`src/hdl/lpm_defs.svh`:
```
// Offsets, field positions, reset values and warm-up counts of the power-mode controller.
// Assumes a 32-bit classic Wishbone bus with byte addresses and 8-bit registers in lane 0.
`ifndef LPM_DEFS_SVH
`define LPM_DEFS_SVH

// Register byte offsets
`define LPM_OFS_SC1       8'h00
`define LPM_OFS_SC2       8'h04
`define LPM_OFS_KEY       8'h08
`define LPM_OFS_STAT      8'h0C

// system_control_one fields
`define LPM_SC1_HALT      7
`define LPM_SC1_RELEASE_METHOD      6
`define LPM_SC1_RESUME_MODE_SELECT      5
`define LPM_SC1_WUT_HI    3
`define LPM_SC1_WUT_LO    2

// system_control_two fields
`define LPM_SC2_HF        7
`define LPM_SC2_LF        6
`define LPM_SC2_SYSCK     5
`define LPM_SC2_CPUH      4

// Reset values
`define LPM_SC1_RST       8'h00
`define LPM_SC2_RST       8'h80
`define LPM_KEY_RST       4'h0

// Warm-up counts in cycles of the restarted clock
`define LPM_WARM_F0       18'h30000
`define LPM_WARM_F1       18'h10000
`define LPM_WARM_F2       18'h0C000
`define LPM_WARM_F3       18'h04000
`define LPM_WARM_S0       18'h06000
`define LPM_WARM_S1       18'h02000
`define LPM_WARM_S2       18'h000C0
`define LPM_WARM_S3       18'h00040

`endif

```
`src/hdl/lpm_pkg.sv`:
```
// Types shared by the power-mode controller.
// Assumes lpm_defs.svh supplies the numeric constants.
`default_nettype none

package lpm_pkg;

    typedef enum logic [1:0] {
        LPM_RUN   = 2'b00,
        LPM_STOP  = 2'b01,
        LPM_WARM  = 2'b10,
        LPM_CHALT = 2'b11
    } lpm_state_t;

    typedef struct packed {
        logic hf_osc_on;
        logic lf_osc_on;
        logic core_clk_en;
        logic periph_clk_en;
        logic wdt_run;
        logic divider_clear;
    } lpm_ctl_t;

    typedef struct packed {
        lpm_state_t  st;
        logic        release_method;
        logic        resume_mode_select;
        logic [1:0]  warmup_select;
        logic        hf;
        logic        lf;
        logic        sysck;
        logic        cpuh;
        logic [3:0]  keyen;
        logic        eff_level;
        logic [17:0] cnt;
        logic        wk1;
        logic        wk2;
        logic        wk3;
        logic [3:0]  key1;
        logic [3:0]  key2;
        logic        rp1;
        logic        rp2;
        logic        ack;
        logic [31:0] dat;
        lpm_ctl_t    ctl;
        logic        service_int;
        logic        resume_next;
        logic        core_reset;
    } lpm_regs_t;

endpackage

`default_nettype wire

```
`src/hdl/lpm_ctrl.sv`:
```
// Power-mode controller: oscillator-off halt, wake, warm-up and CPU-halt modes.
// Assumes a classic Wishbone master on mclk and an interrupt controller on the same clock.
//
// What this block does
// (RULE1) Halt-start bit write enters oscillator-off halt
// (RULE2) Halt stops oscillators, freezes all, keeps state
// (RULE3) Prescaler and divider held cleared during halt
// (RULE4) After warm-up, resume at next instruction
// (RULE5) release_method one level wake, zero edge
// (RULE6) Level wake: pin high or enabled key low
// (RULE7) Level wake present at entry: warm-up immediately
// (RULE8) Software checks wake pin low before halting
// (RULE9) Pin low during warm-up never re-halts
// (RULE10) Edge-to-level switch waits for rising edge
// (RULE11) Edge mode halts even with pin high
// (RULE12) Restart oscillators matching the resumed mode
// (RULE13) Warm-up keeps everything halted, four lengths per resume mode
// (RULE14) Warm-up timed by dividing restarted clock
// (RULE15) Reset pin low ends halt, resets
// (RULE16) Software masks interrupts around the halt
// (RULE17) CPU-halt stops CPU and watchdog only
// (RULE18) Software enables wake interrupts, then requests
// (RULE19) Release clears cpu_halt_request, resumes prior mode
// (RULE20) Reset pin ends CPU-halt into fast_run_single
// (RULE21) Master disabled: wake without service, next instruction
// (RULE22) Master enabled: service interrupt, then continue
// (RULE23) Watchdog interrupt just before blocks CPU-halt
// (RULE24) warmup_select maps to fixed cycle counts
// (RULE25) resume_mode_select picks fast or slow resume
// (RULE26) Warm-up counter starts at zero, releases at count
`default_nettype none
`include "lpm_defs.svh"

module lpm_ctrl #(
    parameter logic [17:0] WARM_F0 = `LPM_WARM_F0,
    parameter logic [17:0] WARM_F1 = `LPM_WARM_F1,
    parameter logic [17:0] WARM_F2 = `LPM_WARM_F2,
    parameter logic [17:0] WARM_F3 = `LPM_WARM_F3,
    parameter logic [17:0] WARM_S0 = `LPM_WARM_S0,
    parameter logic [17:0] WARM_S1 = `LPM_WARM_S1
) (
    // Clock and reset
    input  wire logic             mclk,
    input  wire logic             rst,
    // Wishbone slave
    input  wire logic             wb_cyc_i,
    input  wire logic             wb_stb_i,
    input  wire logic             wb_we_i,
    input  wire logic [7:0]       wb_adr_i,
    input  wire logic [3:0]       wb_sel_i,
    input  wire logic [31:0]      wb_dat_i,
    output logic [31:0]           wb_dat_o,
    output logic                  wb_ack_o,
    // Pins
    input  wire logic             wake_pin,
    input  wire logic [3:0]       key_wakeup_inputs,
    input  wire logic             reset_pin_n,
    // Interrupt controller
    input  wire logic [7:0]       int_pending,
    input  wire logic [7:0]       individual_int_enable,
    input  wire logic             master_int_enable,
    input  wire logic             wdt_int_pending,
    // Clock and core control
    output var lpm_pkg::lpm_ctl_t ctl,
    output logic                  service_int,
    output logic                  resume_next,
    output logic                  core_reset
);

    localparam lpm_pkg::lpm_regs_t RST_S = '{
        st:          lpm_pkg::LPM_RUN,
        release_method:        1'(`LPM_SC1_RST >> `LPM_SC1_RELEASE_METHOD),
        resume_mode_select:        1'b0,
        warmup_select:         2'h0,
        hf:          1'b1,
        lf:          1'b0,
        sysck:       1'b0,
        cpuh:        1'b0,
        keyen:       `LPM_KEY_RST,
        eff_level:   1'b0,
        cnt:         18'h00000,
        wk1:         1'b0,
        wk2:         1'b0,
        wk3:         1'b0,
        key1:        4'hF,
        key2:        4'hF,
        rp1:         1'b1,
        rp2:         1'b1,
        ack:         1'b0,
        dat:         32'h00000000,
        ctl:         6'h2E,
        service_int: 1'b0,
        resume_next: 1'b0,
        core_reset:  1'b0
    };

    lpm_pkg::lpm_regs_t s;
    lpm_pkg::lpm_regs_t next_s;

    logic        acc;
    logic        wr;
    logic [7:0]  wd;
    logic        halt_go;
    logic        cpuh_go;
    logic        wake_rise;
    logic        key_wake;
    logic        lvl_wake;
    logic        int_wake;
    logic [17:0] limit;

    assign acc       = wb_cyc_i & wb_stb_i & ~s.ack;
    assign wr        = acc & wb_we_i & wb_sel_i[0];
    assign wd        = wb_dat_i[7:0];
    assign halt_go   = wr & (wb_adr_i == `LPM_OFS_SC1) & wd[`LPM_SC1_HALT];  // see (RULE1)
    assign cpuh_go   = wr & (wb_adr_i == `LPM_OFS_SC2) & wd[`LPM_SC2_CPUH];
    assign wake_rise = s.wk2 & ~s.wk3;
    assign key_wake  = |(~s.key2 & s.keyen);                                // see (RULE6)
    assign lvl_wake  = s.wk2 | key_wake;                                    // see (RULE6)
    assign int_wake  = |(int_pending & individual_int_enable);

    // Slow counts come from the low-frequency clock, fast ones from the high  see (RULE14) (RULE24)
    always_comb
    begin
        case ({s.resume_mode_select, s.warmup_select})
            3'b000:  limit = WARM_F0;
            3'b001:  limit = WARM_F1;
            3'b010:  limit = WARM_F2;
            3'b011:  limit = WARM_F3;
            3'b100:  limit = WARM_S0;
            3'b101:  limit = WARM_S1;
            3'b110:  limit = `LPM_WARM_S2;
            default: limit = `LPM_WARM_S3;
        endcase
    end

    always_comb
    begin
        logic wake_go;
        wake_go = 1'b0;
        next_s = s;
        next_s.service_int = 1'b0;
        next_s.resume_next = 1'b0;
        next_s.core_reset = 1'b0;
        next_s.ack = acc;
        // Pin synchronisers
        next_s.wk1 = wake_pin;
        next_s.wk2 = s.wk1;
        next_s.wk3 = s.wk2;
        next_s.key1 = key_wakeup_inputs;
        next_s.key2 = s.key1;
        next_s.rp1 = reset_pin_n;
        next_s.rp2 = s.rp1;

        // Level mode only takes hold after a rising edge  see (RULE10)
        if (!s.release_method)
            next_s.eff_level = 1'b0;
        else if (wake_rise)
            next_s.eff_level = 1'b1;

        if (acc && !wb_we_i)
        begin
            case (wb_adr_i)
                `LPM_OFS_SC1:  next_s.dat = {24'h0, 1'b0, s.release_method, s.resume_mode_select, 1'b0, s.warmup_select, 2'b00};
                `LPM_OFS_SC2:  next_s.dat = {24'h0, s.hf, s.lf, s.sysck, s.cpuh, 4'h0};
                `LPM_OFS_KEY:  next_s.dat = {28'h0, s.keyen};
                `LPM_OFS_STAT: next_s.dat = {28'h0, s.eff_level, s.wk2, s.st};
                default:       next_s.dat = 32'h00000000;
            endcase
        end

        if (wr)
        begin
            case (wb_adr_i)
                `LPM_OFS_SC1:
                begin
                    next_s.release_method = wd[`LPM_SC1_RELEASE_METHOD];                        // see (RULE5)
                    next_s.resume_mode_select = wd[`LPM_SC1_RESUME_MODE_SELECT];                        // see (RULE25)
                    next_s.warmup_select = wd[`LPM_SC1_WUT_HI:`LPM_SC1_WUT_LO];
                    if (!wd[`LPM_SC1_RELEASE_METHOD])
                        next_s.eff_level = 1'b0;                            // see (RULE10)
                end
                `LPM_OFS_SC2:
                begin
                    next_s.hf = wd[`LPM_SC2_HF];
                    next_s.lf = wd[`LPM_SC2_LF];
                    next_s.sysck = wd[`LPM_SC2_SYSCK];
                end
                `LPM_OFS_KEY:
                    next_s.keyen = wd[3:0];
                default:
                    next_s.keyen = next_s.keyen;
            endcase
        end

        case (s.st)
            lpm_pkg::LPM_RUN:
            begin
                if (halt_go)
                begin
                    if (s.eff_level && lvl_wake)
                        wake_go = 1'b1;                                     // see (RULE7)
                    else
                        next_s.st = lpm_pkg::LPM_STOP;                      // see (RULE1) (RULE11)
                end
                else if (cpuh_go && !wdt_int_pending)
                begin
                    next_s.st = lpm_pkg::LPM_CHALT;
                    next_s.cpuh = 1'b1;
                end
                // A watchdog interrupt already pending keeps the CPU running  see (RULE23)
            end
            lpm_pkg::LPM_STOP:
            begin
                // Edge mode ignores the key inputs by design  see (RULE5) (RULE6) (RULE11)
                if (s.eff_level ? lvl_wake : wake_rise)
                    wake_go = 1'b1;
            end
            lpm_pkg::LPM_WARM:
            begin
                // Pin level is not looked at here, so no re-entry  see (RULE9)
                next_s.cnt = s.cnt + 18'h00001;
                if (next_s.cnt == limit)
                begin
                    next_s.st = lpm_pkg::LPM_RUN;                           // see (RULE26)
                    next_s.resume_next = 1'b1;                              // see (RULE4)
                end
            end
            lpm_pkg::LPM_CHALT:
            begin
                if (int_wake)
                begin
                    next_s.st = lpm_pkg::LPM_RUN;
                    next_s.cpuh = 1'b0;                                     // see (RULE19)
                    next_s.service_int = master_int_enable;                 // see (RULE22)
                    next_s.resume_next = ~master_int_enable;                // see (RULE21)
                end
            end
            default:
                next_s.st = lpm_pkg::LPM_RUN;
        endcase

        if (wake_go)
        begin
            next_s.st = lpm_pkg::LPM_WARM;
            next_s.cnt = 18'h00000;                                         // see (RULE26)
            // Dual-clock resume keeps the low-frequency oscillator as it was  see (RULE12) (RULE25)
            next_s.hf = ~s.resume_mode_select;
            next_s.lf = s.resume_mode_select | s.lf;
            next_s.sysck = s.resume_mode_select;
        end

        // Reset pin wins over everything and lands in fast_run_single  see (RULE15) (RULE20)
        if (!s.rp2)
        begin
            next_s = RST_S;
            next_s.wk1 = wake_pin;
            next_s.wk2 = s.wk1;
            next_s.wk3 = s.wk2;
            next_s.key1 = key_wakeup_inputs;
            next_s.key2 = s.key1;
            next_s.rp1 = reset_pin_n;
            next_s.rp2 = s.rp1;
            next_s.ack = acc;
            next_s.core_reset = 1'b1;
        end

        // Outputs follow the next state so they leave flip-flops  see (RULE2) (RULE13) (RULE17)
        next_s.ctl.hf_osc_on = next_s.hf & (next_s.st != lpm_pkg::LPM_STOP);
        next_s.ctl.lf_osc_on = next_s.lf & (next_s.st != lpm_pkg::LPM_STOP);
        next_s.ctl.core_clk_en = next_s.st == lpm_pkg::LPM_RUN;
        next_s.ctl.periph_clk_en = (next_s.st == lpm_pkg::LPM_RUN) | (next_s.st == lpm_pkg::LPM_CHALT);
        next_s.ctl.wdt_run = next_s.st == lpm_pkg::LPM_RUN;
        next_s.ctl.divider_clear = next_s.st == lpm_pkg::LPM_STOP;          // see (RULE3)
    end

    always_ff @(posedge mclk)
    begin
        if (rst)
            s <= RST_S;
        else
            s <= next_s;
    end

    assign wb_dat_o    = s.dat;
    assign wb_ack_o    = s.ack;
    assign ctl         = s.ctl;
    assign service_int = s.service_int;
    assign resume_next = s.resume_next;
    assign core_reset  = s.core_reset;
endmodule // lpm_ctrl

`default_nettype wire

```
`config.mk`:
```
export PLATFORM = sky130hd
export DESIGN_NAME = lpm_ctrl
export DESIGN_NICKNAME = d
export VERILOG_FILES = /design/src/hdl/lpm_pkg.sv /design/src/hdl/lpm_ctrl.sv
export VERILOG_INCLUDE_DIRS = /design/src /design/src/hdl
export SDC_FILE = /design/constraint.sdc
export NUM_CORES = 1
export LEC_CHECK = 0
export BUFFER_PORTS_ARGS = -buffer_cell sky130_fd_sc_hd__buf_2
export CAP_MARGIN = 20
export CORE_MARGIN = 3
export CORE_UTILIZATION = 30
export DETAILED_ROUTE_END_ITERATION = 10
export GPL_TIMING_DRIVEN = 1
export MAX_ROUTING_LAYER = met4
export SYNTH_ARGS = -nofsm -noshare
export SYNTH_HDL_FRONTEND = slang
export SYNTH_SLANG_ARGS = --single-unit
export TNS_END_PERCENT = 10
```
`constraint.sdc`:
```
create_clock -name mclk -period 2.5 [get_ports mclk]
set_clock_uncertainty 0.05 [all_clocks]
set_input_delay 0.25 -clock mclk [delete_from_list [all_inputs] [get_ports mclk]]
set_output_delay 0.25 -clock mclk [all_outputs]
set_load 0.01 [all_outputs]
```
==> metrics.txt <==
status=finished, final reports clean; final hold slack=around 0.037 ns; global-route wire length before repair=around 13000 um; R2R Path Start=s[64]$_SDFFE_PP0P_; Setup TNS=0 ns; largest net degree at the start of global routing=21; WL/cell=~12 um; fmax=411 MHz; Hold WC Path Type=input pin to flop; CTS Root Cell=clkbuf_8; Tot GR Track Use=0.126; clk buf depth=2; synthesized area=about 0.0033 mm^2; Crit. path cell count=11; CTS tree=yes; number of synthesized flops with an enable pin=0; fin crit share=0.974; sequential share of the synthesized area=0.380; die footprint=~0.012 mm^2; Setup crit end kind=flop; crit path cell chain=nand4_1 > buf_4 > nor4_4 > buf_4 > xor2_4 > mux2i_1 > a211o_1 > nand4_1 > o211a_1 > ha_2 > or2_4; area post-placement=around 0.0039 mm^2; Crit path max-delay family=simple AND/OR/NAND/NOR gates; maximum VDD drop=between 0.0002 and 0.0003 V; Final nets=553; clock sinks=63; core footprint=about 0.011 mm^2; GR Overflow Total=0; routability cong.=0.848; post-synth top area cell=dfxtp_1; post-route ant nets=0; Slew Limit Headroom=0.555; yosys warns=0; fin util=0.393; RSZ-0062 raised after global routing=yes; Syn-to-layout area delta=25.0%; Slew Viols, Final=0; CP bufs+invs=2; most instantiated library cell after synthesis=dfxtp_1; hold_sp=key_wakeup_inputs[2]; standard-cell rows=37; Final setup viols=0; pwr dens=470 mW/mm^2; dpl hpwl=5820 um; Cells on Worst Hold Path=2; Final Power=approximately 2 mW; synth top area cells=dfxtp_1 (38%), buf_4 (8.8%), nor2_1 (4.6%), xor2_1 (4.2%), nand2_1 (4.0%); Crit-path slowest cell=dfxtp_2; FF+latch count, synth=between 60 and 70; CTS buffer count=9; top cell type's share of synthesized area=0.380; Initial DRC Count=between 150 and 200; layout cells sized above 1=0.342; Final min period=around 2.4 ns; antenna violations before repair=0; diode count=0; top_reg_cell synth=dfxtp_1; Synth top cells by count=dfxtp_1 (63), nor2_1 (41), buf_4 (39); Fill cells=approximately 1100; clock latency on the worst-skew pair=0.34 ns; Ports=between 100 and 150; Syn Area/Cell=roughly 8.4 um^2; Clock transition at path regs=0.07 ns; asr flop ratio synth=0; slowest stage delay, CP=0.33 ns; Initial Util=0.314; CP Max Fanout=2; Least-Margin Pin Slew=0.663 ns; WP data required=between 2 and 3 ns; final hold vios=0; die width=111 um; Synth Instances=between 300 and 400; Max-Cap Viols=0; WL final=around 7700 um; Via Count=2812; count of unique library cells instantiated by Yosys=52; TritonRoute pass-1 iters=4; Worst setup SP type=flop; Die Ht=~110 um; drc violations=0; Worst Setup Path Type=flop to flop; leakage power=~1.7 nW; vias in the first global route=between 2000 and 3000; # H-tree levels=3; PortBufs=63; worst reg2reg path depth=11; Crit. Startpoint=s[64]$_SDFFE_PP0P_; WP data arrival=roughly 2.6 ns; design area=roughly 0.0041 mm^2; CTS Hold Buffers Added=0; vias per inst=~4.5
## metrics by stage
stage / instances / setup WS (ns)
floorplan: 416 / -0.0135
global route: 619 / -0.0439
CTS: 617 / 0.00735
global placement: 601 / -0.0511
detailed placement: 601 / -0.0567
finish: 619 / 0.0657
## cell families after synthesis
family,share of synthesized area
AOI/OAI and AO/OA,0.0947
xor gates and xnor gates,0.0807
adders and majority gates,0.00754
buffers and inverters,0.117
DFF,0.380
muxes,0.0441
other,0.00113
and+or+nand+nor,0.275
## area by class of cell
type / count / area (um^2) / area share
well taps: 136 / 170 / 0.0410
repair buffers: 107 / 671 / 0.162
multi-input cells: 291 / 1830 / 0.442
clock inverters: 7 / 55.1 / 0.0133
clock buffers: 9 / 124 / 0.0299
flip-flops and latches: 63 / 1270 / 0.306
inverters: 6 / 22.5 / 0.00543
## registers in the layout, summed over array words and instances, names as in the netlist
signal and count:
core_reset 1, ctl 5, resume_next 1, s 46, service_int 1, wb_ack_o 1, wb_dat_o 8
## report_power, final
| group | total, mW | switching [mW] | internal (mW) |
|---|---|---|---|
| Sequential | 1.02 | 0.00394 | 1.01 |
| Combinational | 0.125 | 0.0702 | 0.0548 |
| Clock | 0.805 | 0.436 | 0.369 |
## cell usage in the layout, fill, tap and decap left out, types with 3 or more instances in the layout
| master | n |
|---|---|
| nor3_1 | 9 |
| o21ai_0 | 3 |
| nand3b_1 | 3 |
| and2_1 | 3 |
| mux2_2 | 5 |
| mux2i_1 | 9 |
| inv_6 | 3 |
| xor2_1 | 15 |
| or2_2 | 13 |
| dfxtp_1 | 56 |
| buf_2 | 63 |
| nor4_1 | 6 |
| buf_4 | 42 |
| nand2_1 | 34 |
| nor2b_1 | 11 |
| nand2b_1 | 3 |
| a22oi_1 | 5 |
| dfxtp_2 | 7 |
| nand3_1 | 23 |
| nand4_1 | 10 |
| a21o_1 | 3 |
| and4b_1 | 3 |
| inv_1 | 6 |
| nor2_1 | 39 |
| conb_1 | 24 |
| clkbuf_8 | 9 |
| a21oi_1 | 15 |
| xnor2_1 | 12 |
## path summary, 6_finish.rpt
path / to / slack, ns
worst min-delay path: s[50]$_SDFF_PP1_ / 0.04
worst min register to register: s[47]$_SDFF_PP1_ / 0.36
worst max register to register: ctl[1]$_SDFF_PP1_ / 0.07
worst max-delay path: ctl[1]$_SDFF_PP1_ / 0.07
## metal layers
| metal | wire (um) | part of all wire | track usage |
|---|---|---|---|
| met3 | 304 | 0.040 | 0.0273 |
| met5 | 0 | 0 | - |
| met1 | 3620 | 0.47 | 0.157 |
| met2 | 3580 | 0.47 | 0.194 |
| met4 | 167 | 0.022 | 0.0592 |
## what timing repair did
item	in CTS	in global routing
hold endpoints to repair	0	0
setup endpoints to repair	2	3
pin swaps	1	9
setup buffers	0	2
resized for setup	3	17
Power figures use the tool's default switching activity.
